[config.mk]
export PLATFORM = sky130hd
export DESIGN_NAME = paged_port_synth_target_select
export DESIGN_NICKNAME = d
export VERILOG_FILES = /design/src/synth_select_pkg.sv /design/src/paged_port_synth_target_select.sv
export SDC_FILE = /design/constraint.sdc
export NUM_CORES = 1
export LEC_CHECK = 0
export BUFFER_PORTS_ARGS = -buffer_cell sky130_fd_sc_hd__buf_2
export CAP_MARGIN = 10
export CORE_ASPECT_RATIO = 1.4
export CORE_MARGIN = 4
export CORE_UTILIZATION = 40
export CTS_CLUSTER_SIZE = 24
export DETAILED_ROUTE_END_ITERATION = 8
export PLACE_DENSITY_LB_ADDON = 0.15
export SLEW_MARGIN = 20
export SYNTH_ARGS = -nofsm -noshare
export SYNTH_HDL_FRONTEND = slang
export SYNTH_SLANG_ARGS = --single-unit
[constraint.sdc]
create_clock -name clk -period 1.88 [get_ports clk]
set_input_delay 0.094 -clock clk [delete_from_list [all_inputs] [get_ports clk]]
set_output_delay 0.094 -clock clk [all_outputs]
set_load 0.05 [all_outputs]
[src/synth_select_pkg.sv]
// constants, field layouts and state codes of the paged port and synthesizer target select block
//
// Notes on behaviour
// full page byte picks the 128-byte window
// pages 0-6, 8, 10-13 valid; others reserved
// write trigger updates every masked synthesizer
// read trigger loads masked synthesizer into page
// host sets exactly one mask bit for reads
// bit0 general purpose, bits1-3 low jitter
// write trigger applies, then trigger reads zero
// read trigger loads, then trigger reads zero
// mask bits 15-10 read zero, writes ignored
package synth_select_pkg;

    // ----------------------------------------------------------------
    // register map
    // ----------------------------------------------------------------
    localparam int PAGE_BYTES = 128;                 // bytes reached through one page
    localparam logic [6:0] WINDOW_CHOICE_LOW = 7'h7f; // page selector, seen on every page
    localparam logic [14:0] ADDR_WINDOW_CHOICE = 15'h067f; // home address of the page selector
    localparam logic [14:0] ADDR_MASK_HI = 15'h0682; // target mask, bits 15:8
    localparam logic [14:0] ADDR_MASK_LO = 15'h0683; // target mask, bits 7:0
    localparam logic [14:0] ADDR_TRIGGER = 15'h0684; // read and write trigger bits
    localparam logic [14:0] ADDR_STAGE0 = 15'h0685;  // first staged configuration byte
    localparam logic [14:0] ADDR_STAGE4 = 15'h0689;  // last staged configuration byte

    // ----------------------------------------------------------------
    // field layout and reset values
    // ----------------------------------------------------------------
    localparam int MASK_W = 10;                      // live width of the target mask
    localparam int NUM_SYNTH = 4;                    // synthesizers that mask bits reach
    localparam int CFG_W = 40;                       // base frequency 16 bits, multiplier 24 bits
    localparam int TRIG_RD = 1;                      // read trigger bit
    localparam int TRIG_WR = 0;                      // write trigger bit
    localparam logic [7:0] PAGE_RST = 8'h00;         // page selector after reset
    localparam logic [9:0] MASK_RST = 10'h001;       // general purpose synthesizer selected
    localparam logic [1:0] TRIG_RST = 2'h0;          // no operation pending
    localparam logic [39:0] CFG_RST = 40'h1f40017bb0; // base 0x1f40, multiplier 0x017bb0

    // ----------------------------------------------------------------
    // serial frame states
    // ----------------------------------------------------------------
    typedef enum logic [0:0] {
        ST_CMD = 1'b0,                               // shifting the command byte
        ST_DATA = 1'b1                               // shifting the data byte
    } frame_state_t;

endpackage

[src/paged_port_synth_target_select.sv]
// serial host port with page selector, synthesizer target mask and configuration transfer
module paged_port_synth_target_select (
    input wire logic clk,              // 100 MHz device clock
    input wire logic rst,              // synchronous reset, active high
    input wire logic sclk,             // serial clock from the host pin
    input wire logic cs_n,             // serial chip select, active low
    input wire logic mosi,             // serial data from the host
    output logic miso,                 // serial data to the host
    output logic miso_oe,              // high while miso is driven
    output logic [7:0] window_page,    // current page selector value
    output logic [9:0] target_mask,    // current synthesizer target mask
    output logic [159:0] synth_cfg     // applied configuration, synthesizer 0 in low bits
);

    // ----------------------------------------------------------------
    // state
    // ----------------------------------------------------------------
    typedef struct packed {
        logic sclk_s1;                             // first sync stage of sclk
        logic sclk_s2;                             // second sync stage of sclk
        logic sclk_s3;                             // delayed copy for edge detect
        logic cs_s1;                               // first sync stage of chip select
        logic cs_s2;                               // second sync stage of chip select
        logic mosi_s1;                             // first sync stage of mosi
        logic mosi_s2;                             // second sync stage of mosi
        synth_select_pkg::frame_state_t st;        // command or data byte
        logic [2:0] bit_cnt;                       // bits taken in this byte
        logic [7:0] sh;                            // receive shifter
        logic rd_cmd;                              // this frame reads
        logic [6:0] addr;                          // offset within page
        logic [7:0] tx;                            // transmit shifter
        logic [7:0] page;                          // page selector
        logic [9:0] mask;                          // target mask
        logic [1:0] trig;                          // read and write trigger bits
        logic [39:0] stage;                        // page copy of a configuration
        logic [3:0][39:0] cfg;                     // applied configuration per synthesizer
    } state_t;

    state_t q;                                     // registered state
    state_t d;                                     // next state

    logic sclk_rise;                               // synchronised rising edge
    logic sclk_fall;                               // synchronised falling edge
    logic [7:0] shift_next;                        // receive shifter with new bit
    logic byte_done;                               // eighth bit taken this cycle
    logic wr_evt;                                  // data byte written by host
    logic [14:0] wr_addr;                          // full address of a write
    logic [14:0] rd_addr;                          // full address of a read

    // ----------------------------------------------------------------
    // helper functions
    // ----------------------------------------------------------------

    // page codes that map onto real register pages
    function automatic logic page_ok(input logic [7:0] p);
        page_ok = (p <= 8'h06) || (p == 8'h08) || (p >= 8'h0a && p <= 8'h0d);
    endfunction

    // byte k of the staged configuration, most significant first
    function automatic logic [7:0] stage_byte(input logic [39:0] s, input logic [14:0] a);
        logic [2:0] k;
        k = 3'(a - synth_select_pkg::ADDR_STAGE0);
        case (k)
            3'h0: stage_byte = s[39:32];
            3'h1: stage_byte = s[31:24];
            3'h2: stage_byte = s[23:16];
            3'h3: stage_byte = s[15:8];
            default: stage_byte = s[7:0];
        endcase
    endfunction

    // value returned for a read of a full address
    function automatic logic [7:0] rd_byte(input state_t s, input logic [14:0] a);
        if (a[6:0] == synth_select_pkg::WINDOW_CHOICE_LOW)
            rd_byte = s.page;
        else if (!page_ok(a[14:7]))
            rd_byte = 8'h00;
        else if (a == synth_select_pkg::ADDR_MASK_HI)
            rd_byte = {6'h00, s.mask[9:8]};
        else if (a == synth_select_pkg::ADDR_MASK_LO)
            rd_byte = s.mask[7:0];
        else if (a == synth_select_pkg::ADDR_TRIGGER)
            rd_byte = {6'h00, s.trig};
        else if (a >= synth_select_pkg::ADDR_STAGE0 && a <= synth_select_pkg::ADDR_STAGE4)
            rd_byte = stage_byte(s.stage, a);
        else
            rd_byte = 8'h00;
    endfunction

    // ----------------------------------------------------------------
    // edge detect and address forming
    // ----------------------------------------------------------------
    assign sclk_rise = q.sclk_s2 & ~q.sclk_s3;
    assign sclk_fall = ~q.sclk_s2 & q.sclk_s3;
    assign shift_next = {q.sh[6:0], q.mosi_s2};
    assign byte_done = ~q.cs_s2 & sclk_rise & (q.bit_cnt == 3'h7);
    assign wr_evt = byte_done & (q.st == synth_select_pkg::ST_DATA) & ~q.rd_cmd;
    assign wr_addr = {q.page, q.addr};
    assign rd_addr = {q.page, shift_next[6:0]};

    // ----------------------------------------------------------------
    // next state
    // ----------------------------------------------------------------

    // synchronisers, serial shifting, register writes and the transfer engine
    always_comb
    begin
        d = q;
        d.sclk_s1 = sclk;
        d.sclk_s2 = q.sclk_s1;
        d.sclk_s3 = q.sclk_s2;
        d.cs_s1 = cs_n;
        d.cs_s2 = q.cs_s1;
        d.mosi_s1 = mosi;
        d.mosi_s2 = q.mosi_s1;

        // pending trigger acts one cycle after it was written, then clears
        if (q.trig[synth_select_pkg::TRIG_RD])
        begin
            // lowest masked synthesizer wins if the host sets several
            for (int i = synth_select_pkg::NUM_SYNTH - 1; i >= 0; i--)
            begin
                if (q.mask[i])
                    d.stage = q.cfg[i];
            end
            d.trig = 2'h0;
        end
        else if (q.trig[synth_select_pkg::TRIG_WR])
        begin
            // mask bits 4 to 9 reach no synthesizer
            for (int i = 0; i < synth_select_pkg::NUM_SYNTH; i++)
            begin
                if (q.mask[i])
                    d.cfg[i] = q.stage;
            end
            d.trig = 2'h0;
        end

        if (q.cs_s2)
        begin
            // deselected: frame restarts at a command byte
            d.st = synth_select_pkg::ST_CMD;
            d.bit_cnt = 3'h0;
        end
        else if (sclk_rise)
        begin
            // take one bit, msb first
            d.sh = shift_next;
            d.bit_cnt = q.bit_cnt + 3'h1;
            if (q.bit_cnt == 3'h7)
            begin
                case (q.st)
                    synth_select_pkg::ST_CMD:
                    begin
                        // command: bit 7 read, bits 6:0 offset in page
                        d.rd_cmd = shift_next[7];
                        d.addr = shift_next[6:0];
                        d.tx = rd_byte(q, rd_addr);
                        d.st = synth_select_pkg::ST_DATA;
                    end
                    synth_select_pkg::ST_DATA:
                    begin
                        if (!q.rd_cmd)
                        begin
                            if (q.addr == synth_select_pkg::WINDOW_CHOICE_LOW)
                                d.page = shift_next;
                            else if (!page_ok(q.page))
                                d.page = q.page;
                            else if (wr_addr == synth_select_pkg::ADDR_MASK_HI)
                                d.mask[9:8] = shift_next[1:0];
                            else if (wr_addr == synth_select_pkg::ADDR_MASK_LO)
                                d.mask[7:0] = shift_next;
                            else if (wr_addr == synth_select_pkg::ADDR_TRIGGER)
                                d.trig = shift_next[1:0];        // a new trigger wins over the clear
                            else if (wr_addr >= synth_select_pkg::ADDR_STAGE0 &&
                                     wr_addr <= synth_select_pkg::ADDR_STAGE4)
                            begin
                                case (3'(wr_addr - synth_select_pkg::ADDR_STAGE0))
                                    3'h0: d.stage[39:32] = shift_next;
                                    3'h1: d.stage[31:24] = shift_next;
                                    3'h2: d.stage[23:16] = shift_next;
                                    3'h3: d.stage[15:8] = shift_next;
                                    default: d.stage[7:0] = shift_next;
                                endcase
                            end
                        end
                        d.st = synth_select_pkg::ST_CMD;
                    end
                    default: d.st = synth_select_pkg::ST_CMD;
                endcase
            end
        end
        else if (sclk_fall && q.st == synth_select_pkg::ST_DATA && q.bit_cnt != 3'h0)
        begin
            // present the next read bit on the falling edge; the fall right after
            // the command byte keeps data bit 7 on the line for the first rise
            d.tx = {q.tx[6:0], 1'b0};
        end

        if (rst)
        begin
            d = '0;
            d.sclk_s1 = 1'b0;
            d.cs_s1 = 1'b1;
            d.cs_s2 = 1'b1;
            d.st = synth_select_pkg::ST_CMD;
            d.page = synth_select_pkg::PAGE_RST;
            d.mask = synth_select_pkg::MASK_RST;
            d.trig = synth_select_pkg::TRIG_RST;
            d.stage = synth_select_pkg::CFG_RST;
            d.cfg = {synth_select_pkg::NUM_SYNTH{synth_select_pkg::CFG_RST}};
        end
    end

    // one register for the whole state
    always_ff @(posedge clk)
    begin
        q <= d;
    end

    // ----------------------------------------------------------------
    // outputs
    // ----------------------------------------------------------------
    assign miso = q.tx[7];
    assign miso_oe = ~q.cs_s2 & (q.st == synth_select_pkg::ST_DATA) & q.rd_cmd;
    assign window_page = q.page;
    assign target_mask = q.mask;
    assign synth_cfg = q.cfg;
endmodule

==> results of run 1 <==
[cells in the final DEF, fill, tap and decap left out, drive strengths merged, types with 3 or more instances in the layout]
| cell | n |
|---|---|
| dlygate4sd3 | 5 |
| o211ai | 17 |
| clkbuf | 43 |
| a21oi | 161 |
| mux2i | 64 |
| o22ai | 27 |
| a211o | 6 |
| nor3 | 40 |
| o311ai | 7 |
| a221o | 5 |
| and2 | 9 |
| a311oi | 3 |
| dfxtp | 254 |
| nor2b | 32 |
| nand2b | 35 |
| ha | 4 |
| or2 | 5 |
| clkinv | 4 |
| nand3 | 35 |
| mux2 | 21 |
| o21bai | 8 |
| o21ai | 38 |
| nand3b | 65 |
| and3b | 4 |
| or3 | 4 |
| nand4 | 6 |
| nor4 | 6 |
| and4 | 3 |
| a31oi | 3 |
| buf | 347 |
| a211oi | 37 |
| nor2 | 72 |
| o221ai | 7 |
| a22oi | 5 |
| nand2 | 353 |
| inv | 25 |
[repair_timing]
item / 4_1_cts / 5_1_grt
hold buffers: 5 / 0
gates cloned: 0 / 2
setup buffers: 2 / 4
endpoints found under the hold margin: 33 / 0
resized for setup: 11 / 69
pin swaps: 3 / 26
setup endpoints to repair: 42 / 61
[cells in the mapped netlist (all sizes together), types with 2 or more instances]
master and count:
a2111o 2, a211o 6, a211oi 37, a21oi 161
a221o 5, a22oi 5, a2bb2oi 2, a311oi 3
a31oi 3, and2 9, and3b 4, and4 3
and4b 2, buf 203, clkbuf 107, dfxtp 254
ha 4, inv 25, mux2 21, mux2i 64
nand2 353, nand2b 35, nand3 35, nand3b 65
nand4 6, nand4b 2, nand4bb 2, nor2 72
nor2b 32, nor3 40, nor4 6, nor4bb 2
o2111ai 2, o211ai 17, o21ai 38, o21bai 8
o221ai 7, o22ai 27, o311ai 7, o32a 2
or2 5, or3 4
[sequential cells by signal (all words and copies together), names as in the netlist]
| name | count |
|---|---|
| synth_cfg | 160 |
| q | 75 |
| miso | 1 |
| window_page | 8 |
| target_mask | 10 |
[kinds of logic after synthesis]
kind of cell | Yosys count | share of synthesized area
DFF | 254 | 0.379
muxes | 85 | 0.0654
buffers and inverters | 335 | 0.146
adders and majority gates | 4 | 0.00373
AOI/OAI and AO/OA | 340 | 0.158
and+or+nand+nor | 682 | 0.247
xor gates and xnor gates | 1 | 0.000653
[layer usage]
layer | vias up | share of wire | track usage
met1 | 5772 | 0.41 | 0.291
met3 | 68 | 0.045 | 0.0280
met4 | 0 | 0.028 | 0.0763
met5 | - | 0 | 0
li1 | 5777 | - | -
met2 | 348 | 0.52 | 0.432
[cell type report]
class	instances	area (µm²)	area share
repair buffers	353	2510	0.158
clock inverters	5	53.8	0.00340
flip-flops and latches	254	5100	0.322
inverters	25	93.8	0.00593
well taps	445	557	0.0352
clock buffers	42	842	0.0532
multi-input cells	1112	6680	0.422
[worst max-delay path, cell delays in order, from the launching register on]
cell and delay (ns):
sky130_fd_sc_hd__dfxtp_2 0.35, sky130_fd_sc_hd__ha_4 0.14, sky130_fd_sc_hd__ha_4 0.11, sky130_fd_sc_hd__and3b_2 0.26
sky130_fd_sc_hd__and2_4 0.19, sky130_fd_sc_hd__o2111ai_4 0.10, sky130_fd_sc_hd__a2111o_1 0.32, sky130_fd_sc_hd__buf_6 0.17
sky130_fd_sc_hd__mux2i_2 0.15
[how the worst max path moves through the flow]
stage / from / end / depth (start not counted)
after global routing: q[245] / q[185] / 10
after global placement: q[244] / target_mask[0] / 7
after CTS: q[245] / q[170] / 8
after detailed placement: q[244] / target_mask[0] / 7
after floorplan: window_page[7] / q[196] / 6
final: q[245] / q[172] / 8
[power by group through the flow]
stage / sequential [mW] / clock [mW] / combinational [mW]
2_1_floorplan: 5.51 / 0 / 0.143
3_3_place_gp: 5.51 / 0 / 0.221
3_5_place_dp: 5.51 / 0 / 0.221
4_1_cts: 5.39 / 5.52 / 0.230
5_1_grt: 5.39 / 5.76 / 0.251
6_report: 5.39 / 5.42 / 0.233
==> results.txt, run 1 <==
Number of max-slew violations in the final report: 0
Worst min-delay path class: in2reg
Final-layout fill cell count: 3324
Outcome: complete, but fails checks
Combinational fraction of design power: 0.021
Detailed-route via count: 12000
Number of antenna violations at the first check in global routing: 0
Leakage power: 6.60 nW
Count of buffers inserted at the top-level ports: 184
Crit path launch type: flip-flop
Max-cap viol count: 0
Transition at the pin with the smallest max-transition slack: 0.730 ns
Diodes inserted: 0
Effective utilization at floorplan: 0.404
Switch share: 0.216
Design Area, Final: 15800 µm²
Non-Filler Instances: 2236
Required time worst endpoint: 2.32 ns
Global routing usage summed across all routing layers: 0.238
Critical path arrival: 2.34 ns
Post-Synthesis Mean Instance Area: 7.89 µm²
TritonCTS clock tree: built
Share of Yosys cell area claimed by the top area cell type: 0.379
Post-place setup slack: -0.154 ns
Worst Hold Margin: 0.263 ns
Power share of the sequential group: 0.488
Top fanout value on the critical path: 8
Worst hold path stage count: 3
Clock Skews: 0.0263 ns
Area post-placement: 14500 µm²
Pin count of the biggest net entering global routing: 105
Setup slack after layout: -0.0290 ns
Number of iterations in the first detailed-routing pass: 5
Placed instance count: 2176
DRC viols: 0
Worst Reg2Reg Path Length in Cells: 8
Synth-to-Final Area Change: 18.1%
Worst slew margin relative to its limit: 0.512
Internal power: 8.66 mW
Top-level I/O count: 185
Number of DRC markers after the initial detailed-route iteration: 759
VDD IR-drop max: 501 µV
FF+latch count, synth: 254
Routability Congestion: 0.869
Vias in the first global route: 11500
Type of the worst setup path: reg2reg
Number of sinks handled by clock tree synthesis: 254
Cell accounting for the most synthesized area: sky130_fd_sc_hd__dfxtp_1
Relative contribution of the clock network to total power: 0.491
Pwr Total: 11.0 mW
Worst Hold Launch: cs_n
Maximum clock frequency: 524 MHz
Worst setup slack for register-to-register paths: -0.03 ns
Area of the die: 36600 µm²
Final setup violation count: 6
Source-to-sink clock delay at the later pin of the worst-skew pair: 0.57 ns
Number of antenna-violating nets in the routed design: 0
Proportion of synthesized flip-flops having asynchronous set or reset: 0
Average wire length per cell after detail routing: 20.3 µm
Capture endpoint of the worst hold path: q[251]
Final core occ: 0.477
Overall die height: 225 µm
Setup repair after global routing missed its margin: true
First-pass GRT wire length: 68800 µm
Violated checks: setup timing
Launch instance of the worst register-to-register path: q[245]
Gate count after technology mapping: 1701
Sequential element share of the synthesized area: 0.379
Clock edge transition at the registers on the reported setup and hold paths: 0.06 ns
Endpoint type of the worst setup path: flip-flop
Wire length reported by the detailed router: 45300 µm
Proportion of layout cells with a drive suffix above 1: 0.277
Nets in the synthesized netlist: 1710
Top area cells in the synthesized netlist: sky130_fd_sc_hd__dfxtp_1 38%, sky130_fd_sc_hd__buf_4 10%, sky130_fd_sc_hd__nand2_1 9.9%
Clock tree root buffer cell: sky130_fd_sc_hd__clkbuf_16
Fin nets: 1781
Count of flip-flops with a built-in enable after synthesis: 0
Placed wire-length estimate: 32200 µm
Count of distinct cell types in the synthesized netlist: 67
Power Dens Cells: 697 nW/µm²
Mapped cell area: 13400 µm²
Number of H-tree levels: 1
Post-route clock period utilization: 1.02
Global route overflow: 0
Placeable Area: 33200 µm²
Number of rows in the core area: 79
Switching power: 2.39 mW
Capturing point of the worst reg2reg path: q[172]
Final min period: 1.91 ns
Number of warnings issued by yosys: 0
Max Buffers Root-to-Sink: 3
Horiz. Die Dim: 163 µm
Number of buffers created by CTS: 26
Final Hold Violating Endpoints: 0
Total negative slack for setup checks: -0.0781 ns
Vias per cell: 5.35
Post-synth top flop: sky130_fd_sc_hd__dfxtp_1
No activity file was read; power rests on OpenSTA's default activity.
==> run 2: changes to the inputs <==
Settings changed: SKIP_CTS_REPAIR_TIMING from default to 1.
Clock period 1.88 ns to 1.6 ns, I/O delays scaled along.
==> run 2 against run 1 <==
Net effect: the flow still finishes with violations (setup timing); sequential share of layout area shrank 0.73 points; wire length grew 3.1%; via count is 2.3% higher; worst setup slack worse by 0.30 ns; critical endpoint is now q[192]; largest cell class unchanged; highest routed layer unchanged.
==> results.txt, run 2 (synthesis results as in run 1) <==
Met3 usage: 0.0297 (+0.00165)
Wire length reported by the detailed router: 46700 µm (+3.1%)
Setup repair after global routing missed its margin: true
Effective utilization at floorplan: 0.404 (unchanged)
Chain of cells forming the critical path: nor4_4, buf_6, nand4_4, a2111o_1, buf_12, mux2i_1, nand2b_1
Clock tree root buffer cell: sky130_fd_sc_hd__clkbuf_16
Routability Congestion: 0.887 (+2.1%)
Number of antenna violations at the first check in global routing: 1 (+1)
Violated checks: setup timing
Pin count of the biggest net entering global routing: 71 (-32%)
Switch share: 0.220 (+0.00426)
Diodes inserted: 0 (unchanged)
Storage cell area: 5100 µm² (about the same)
Design Area, Final: 16200 µm² (+2.3%)
Detailed-route via count: 12200 (+2.3%)
Internal power: 9.94 mW (+15%)
Number of buffers created by CTS: 27 (+3.8%)
Most common library cell in the layout ignoring fill and taps: sky130_fd_sc_hd__nand2_1
Commonest non-fill, non-tap cells in the layout: 349 x sky130_fd_sc_hd__nand2_1, 242 x sky130_fd_sc_hd__dfxtp_1, 180 x sky130_fd_sc_hd__buf_2
Final-layout fill cell count: 3325 (+0.030%)
Endpoint type of the worst setup path: flip-flop
Cell family contributing the most delay on the critical path: simple AND/OR/NAND/NOR gates
Power share of the sequential group: 0.497 (+0.009)
Average wire length per cell after detail routing: 20.5 µm (+1.3%)
Source-to-sink clock delay at the later pin of the worst-skew pair: 0.55 ns (-0.02 ns)
Final min period: 1.93 ns (+0.0212 ns)
Global routing usage summed across all routing layers: 0.244 (+0.00613)
Worst slew margin relative to its limit: 0.615 (+0.102)
Placed wire-length estimate: 33600 µm (+4.3%)
Number of H-tree levels: 1 (unchanged)
Clock edge transition at the registers on the reported setup and hold paths: 0.06 ns (about the same)
Clock Skews: 0.00982 ns (-0.0165 ns)
Maximum clock frequency: 518 MHz (-1.1%)
Number of sinks handled by clock tree synthesis: 254 (unchanged)
Number of max-slew violations in the final report: 0 (unchanged)
Capture point of the critical path: q[192]
Area post-placement: 15000 µm² (+3.3%)
Top-level I/O count: 185 (unchanged)
Largest incremental delay on the critical path: 0.46 ns (+0.11 ns)
Number of DRC markers after the initial detailed-route iteration: 987 (+30%)
Worst min-delay path class: in2reg
Vias in the first global route: 11800 (+2.3%)
Worst Hold Margin: 0.277 ns (+0.0142 ns)
Top fanout value on the critical path: 11 (+3)
Cell with the biggest individual delay on the critical path: sky130_fd_sc_hd__a2111o_1
Critical path depth in cells: 7 (-1)
Setup slack after layout: -0.330 ns (-0.301 ns)
Worst hold path stage count: 3 (unchanged)
Global route overflow: 0 (unchanged)
Area used by multi-input combinational logic: 6740 µm² (+0.90%)
Placeable Area: 33200 µm² (unchanged)
Buffers plus inverters on the worst setup path: 2 (+1)
Synth-to-Final Area Change: 20.8%
Leakage power: 6.81 nW (+3.2%)
TritonCTS clock tree: built
Combinational fraction of design power: 0.023 (+0.002)
Capturing point of the worst reg2reg path: q[192]
First-pass GRT wire length: 70100 µm (+2.0%)
Proportion of layout cells with a drive suffix above 1: 0.291 (+0.0140)
Type of the worst setup path: reg2reg
Post-route clock period utilization: 1.21 (+0.191)
Outcome: complete, but fails checks
DRC viols: 0 (unchanged)
Max-cap viol count: 0 (unchanged)
Max Buffers Root-to-Sink: 3 (unchanged)
Met1 routing resource usage after global routing: 0.294 (+0.00279)
Area of the die: 36600 µm² (unchanged)
Overall die height: 225 µm (unchanged)
Number of antenna-violating nets in the routed design: 0 (unchanged)
Horiz. Die Dim: 163 µm (unchanged)
Placed instance count: 2221 (+2.1%)
Worst Reg2Reg Path Length in Cells: 7 (-1)
Fin nets: 1822 (+2.3%)
Worst setup slack for register-to-register paths: -0.33 ns (-0.30 ns)
Relative contribution of the clock network to total power: 0.481 (-0.010)
Source of the critical timing path: window_page[6]
VDD IR-drop max: 722 µV (+44%)
Post-place setup slack: -0.350 ns (-0.197 ns)
Switching power: 2.81 mW (+18%)
Count of buffers inserted at the top-level ports: 184 (unchanged)
Vias per cell: 5.37 (+0.44%)
Crit path launch type: flip-flop
Final setup violation count: 73 (+67)
Non-Filler Instances: 2277 (+1.8%)
Number of iterations in the first detailed-routing pass: 5 (unchanged)
Total negative slack for setup checks: -14.47 ns (-14.39 ns)
Required time worst endpoint: 2.03 ns (-0.29 ns)
Power Dens Cells: 787 nW/µm² (+13%)
Launch instance of the worst register-to-register path: window_page[6]
Final Hold Violating Endpoints: 0 (unchanged)
Critical path arrival: 2.36 ns (+0.02 ns)
Transition at the pin with the smallest max-transition slack: 0.578 ns (-0.153 ns)
Busiest layer in global routing: met2
Number of rows in the core area: 79 (unchanged)
Met2 Track Usage GR: 0.442 (+0.00925)
Flip-flop count of the largest register after layout: 160 (unchanged)
## run 2: routing by layer
layer	wire length, µm	vias up
li1	-	5878
met1	18600	5845
met2	23800	404
met3	2540	111
met4	1810	0
met5	0	-
## run 2: cell type report
type | instances | share of cell area
repair buffers | 392 | 0.176
well taps | 445 | 0.0344
multi-input cells | 1113 | 0.416
flip-flops and latches | 254 | 0.315
clock inverters | 7 | 0.00232
inverters | 25 | 0.00579
clock buffers | 41 | 0.0505
## run 2: worst register-to-register path, cell delays in order (launching register included)
cell and delay [ns]:
sky130_fd_sc_hd__dfxtp_2 0.33, sky130_fd_sc_hd__nor4_4 0.31, sky130_fd_sc_hd__buf_6 0.19, sky130_fd_sc_hd__nand4_4 0.10, sky130_fd_sc_hd__a2111o_1 0.46, sky130_fd_sc_hd__buf_12 0.18, sky130_fd_sc_hd__mux2i_1 0.18, sky130_fd_sc_hd__nand2b_1 0.08
## run 2: through the flow
stage | utilization | power [mW]
after floorplan | - | 6.65
after global routing | 0.488 | 13.1
after detailed placement | 0.450 | 6.75
after global placement | 0.450 | 6.74
final | 0.488 | 12.8
after CTS | 0.476 | 12.9
## run 2: worst min path at each step
stage	start	endpoint	slack [ns]
after floorplan	cs_n	q[251]	0.18
after global placement	cs_n	q[251]	0.26
after detailed placement	cs_n	q[251]	0.27
after CTS	cs_n	q[251]	-0.30
after global routing	cs_n	q[251]	0.28
final	cs_n	q[251]	0.28
## run 2: power by group through the flow
stage / Sequential (mW) / Clock (mW) / Combinational (mW)
after floorplan: 6.48 / 0 / 0.173
after global placement: 6.48 / 0 / 0.267
after detailed placement: 6.48 / 0 / 0.269
after CTS: 6.34 / 6.25 / 0.270
after global routing: 6.33 / 6.49 / 0.306
final: 6.34 / 6.13 / 0.290
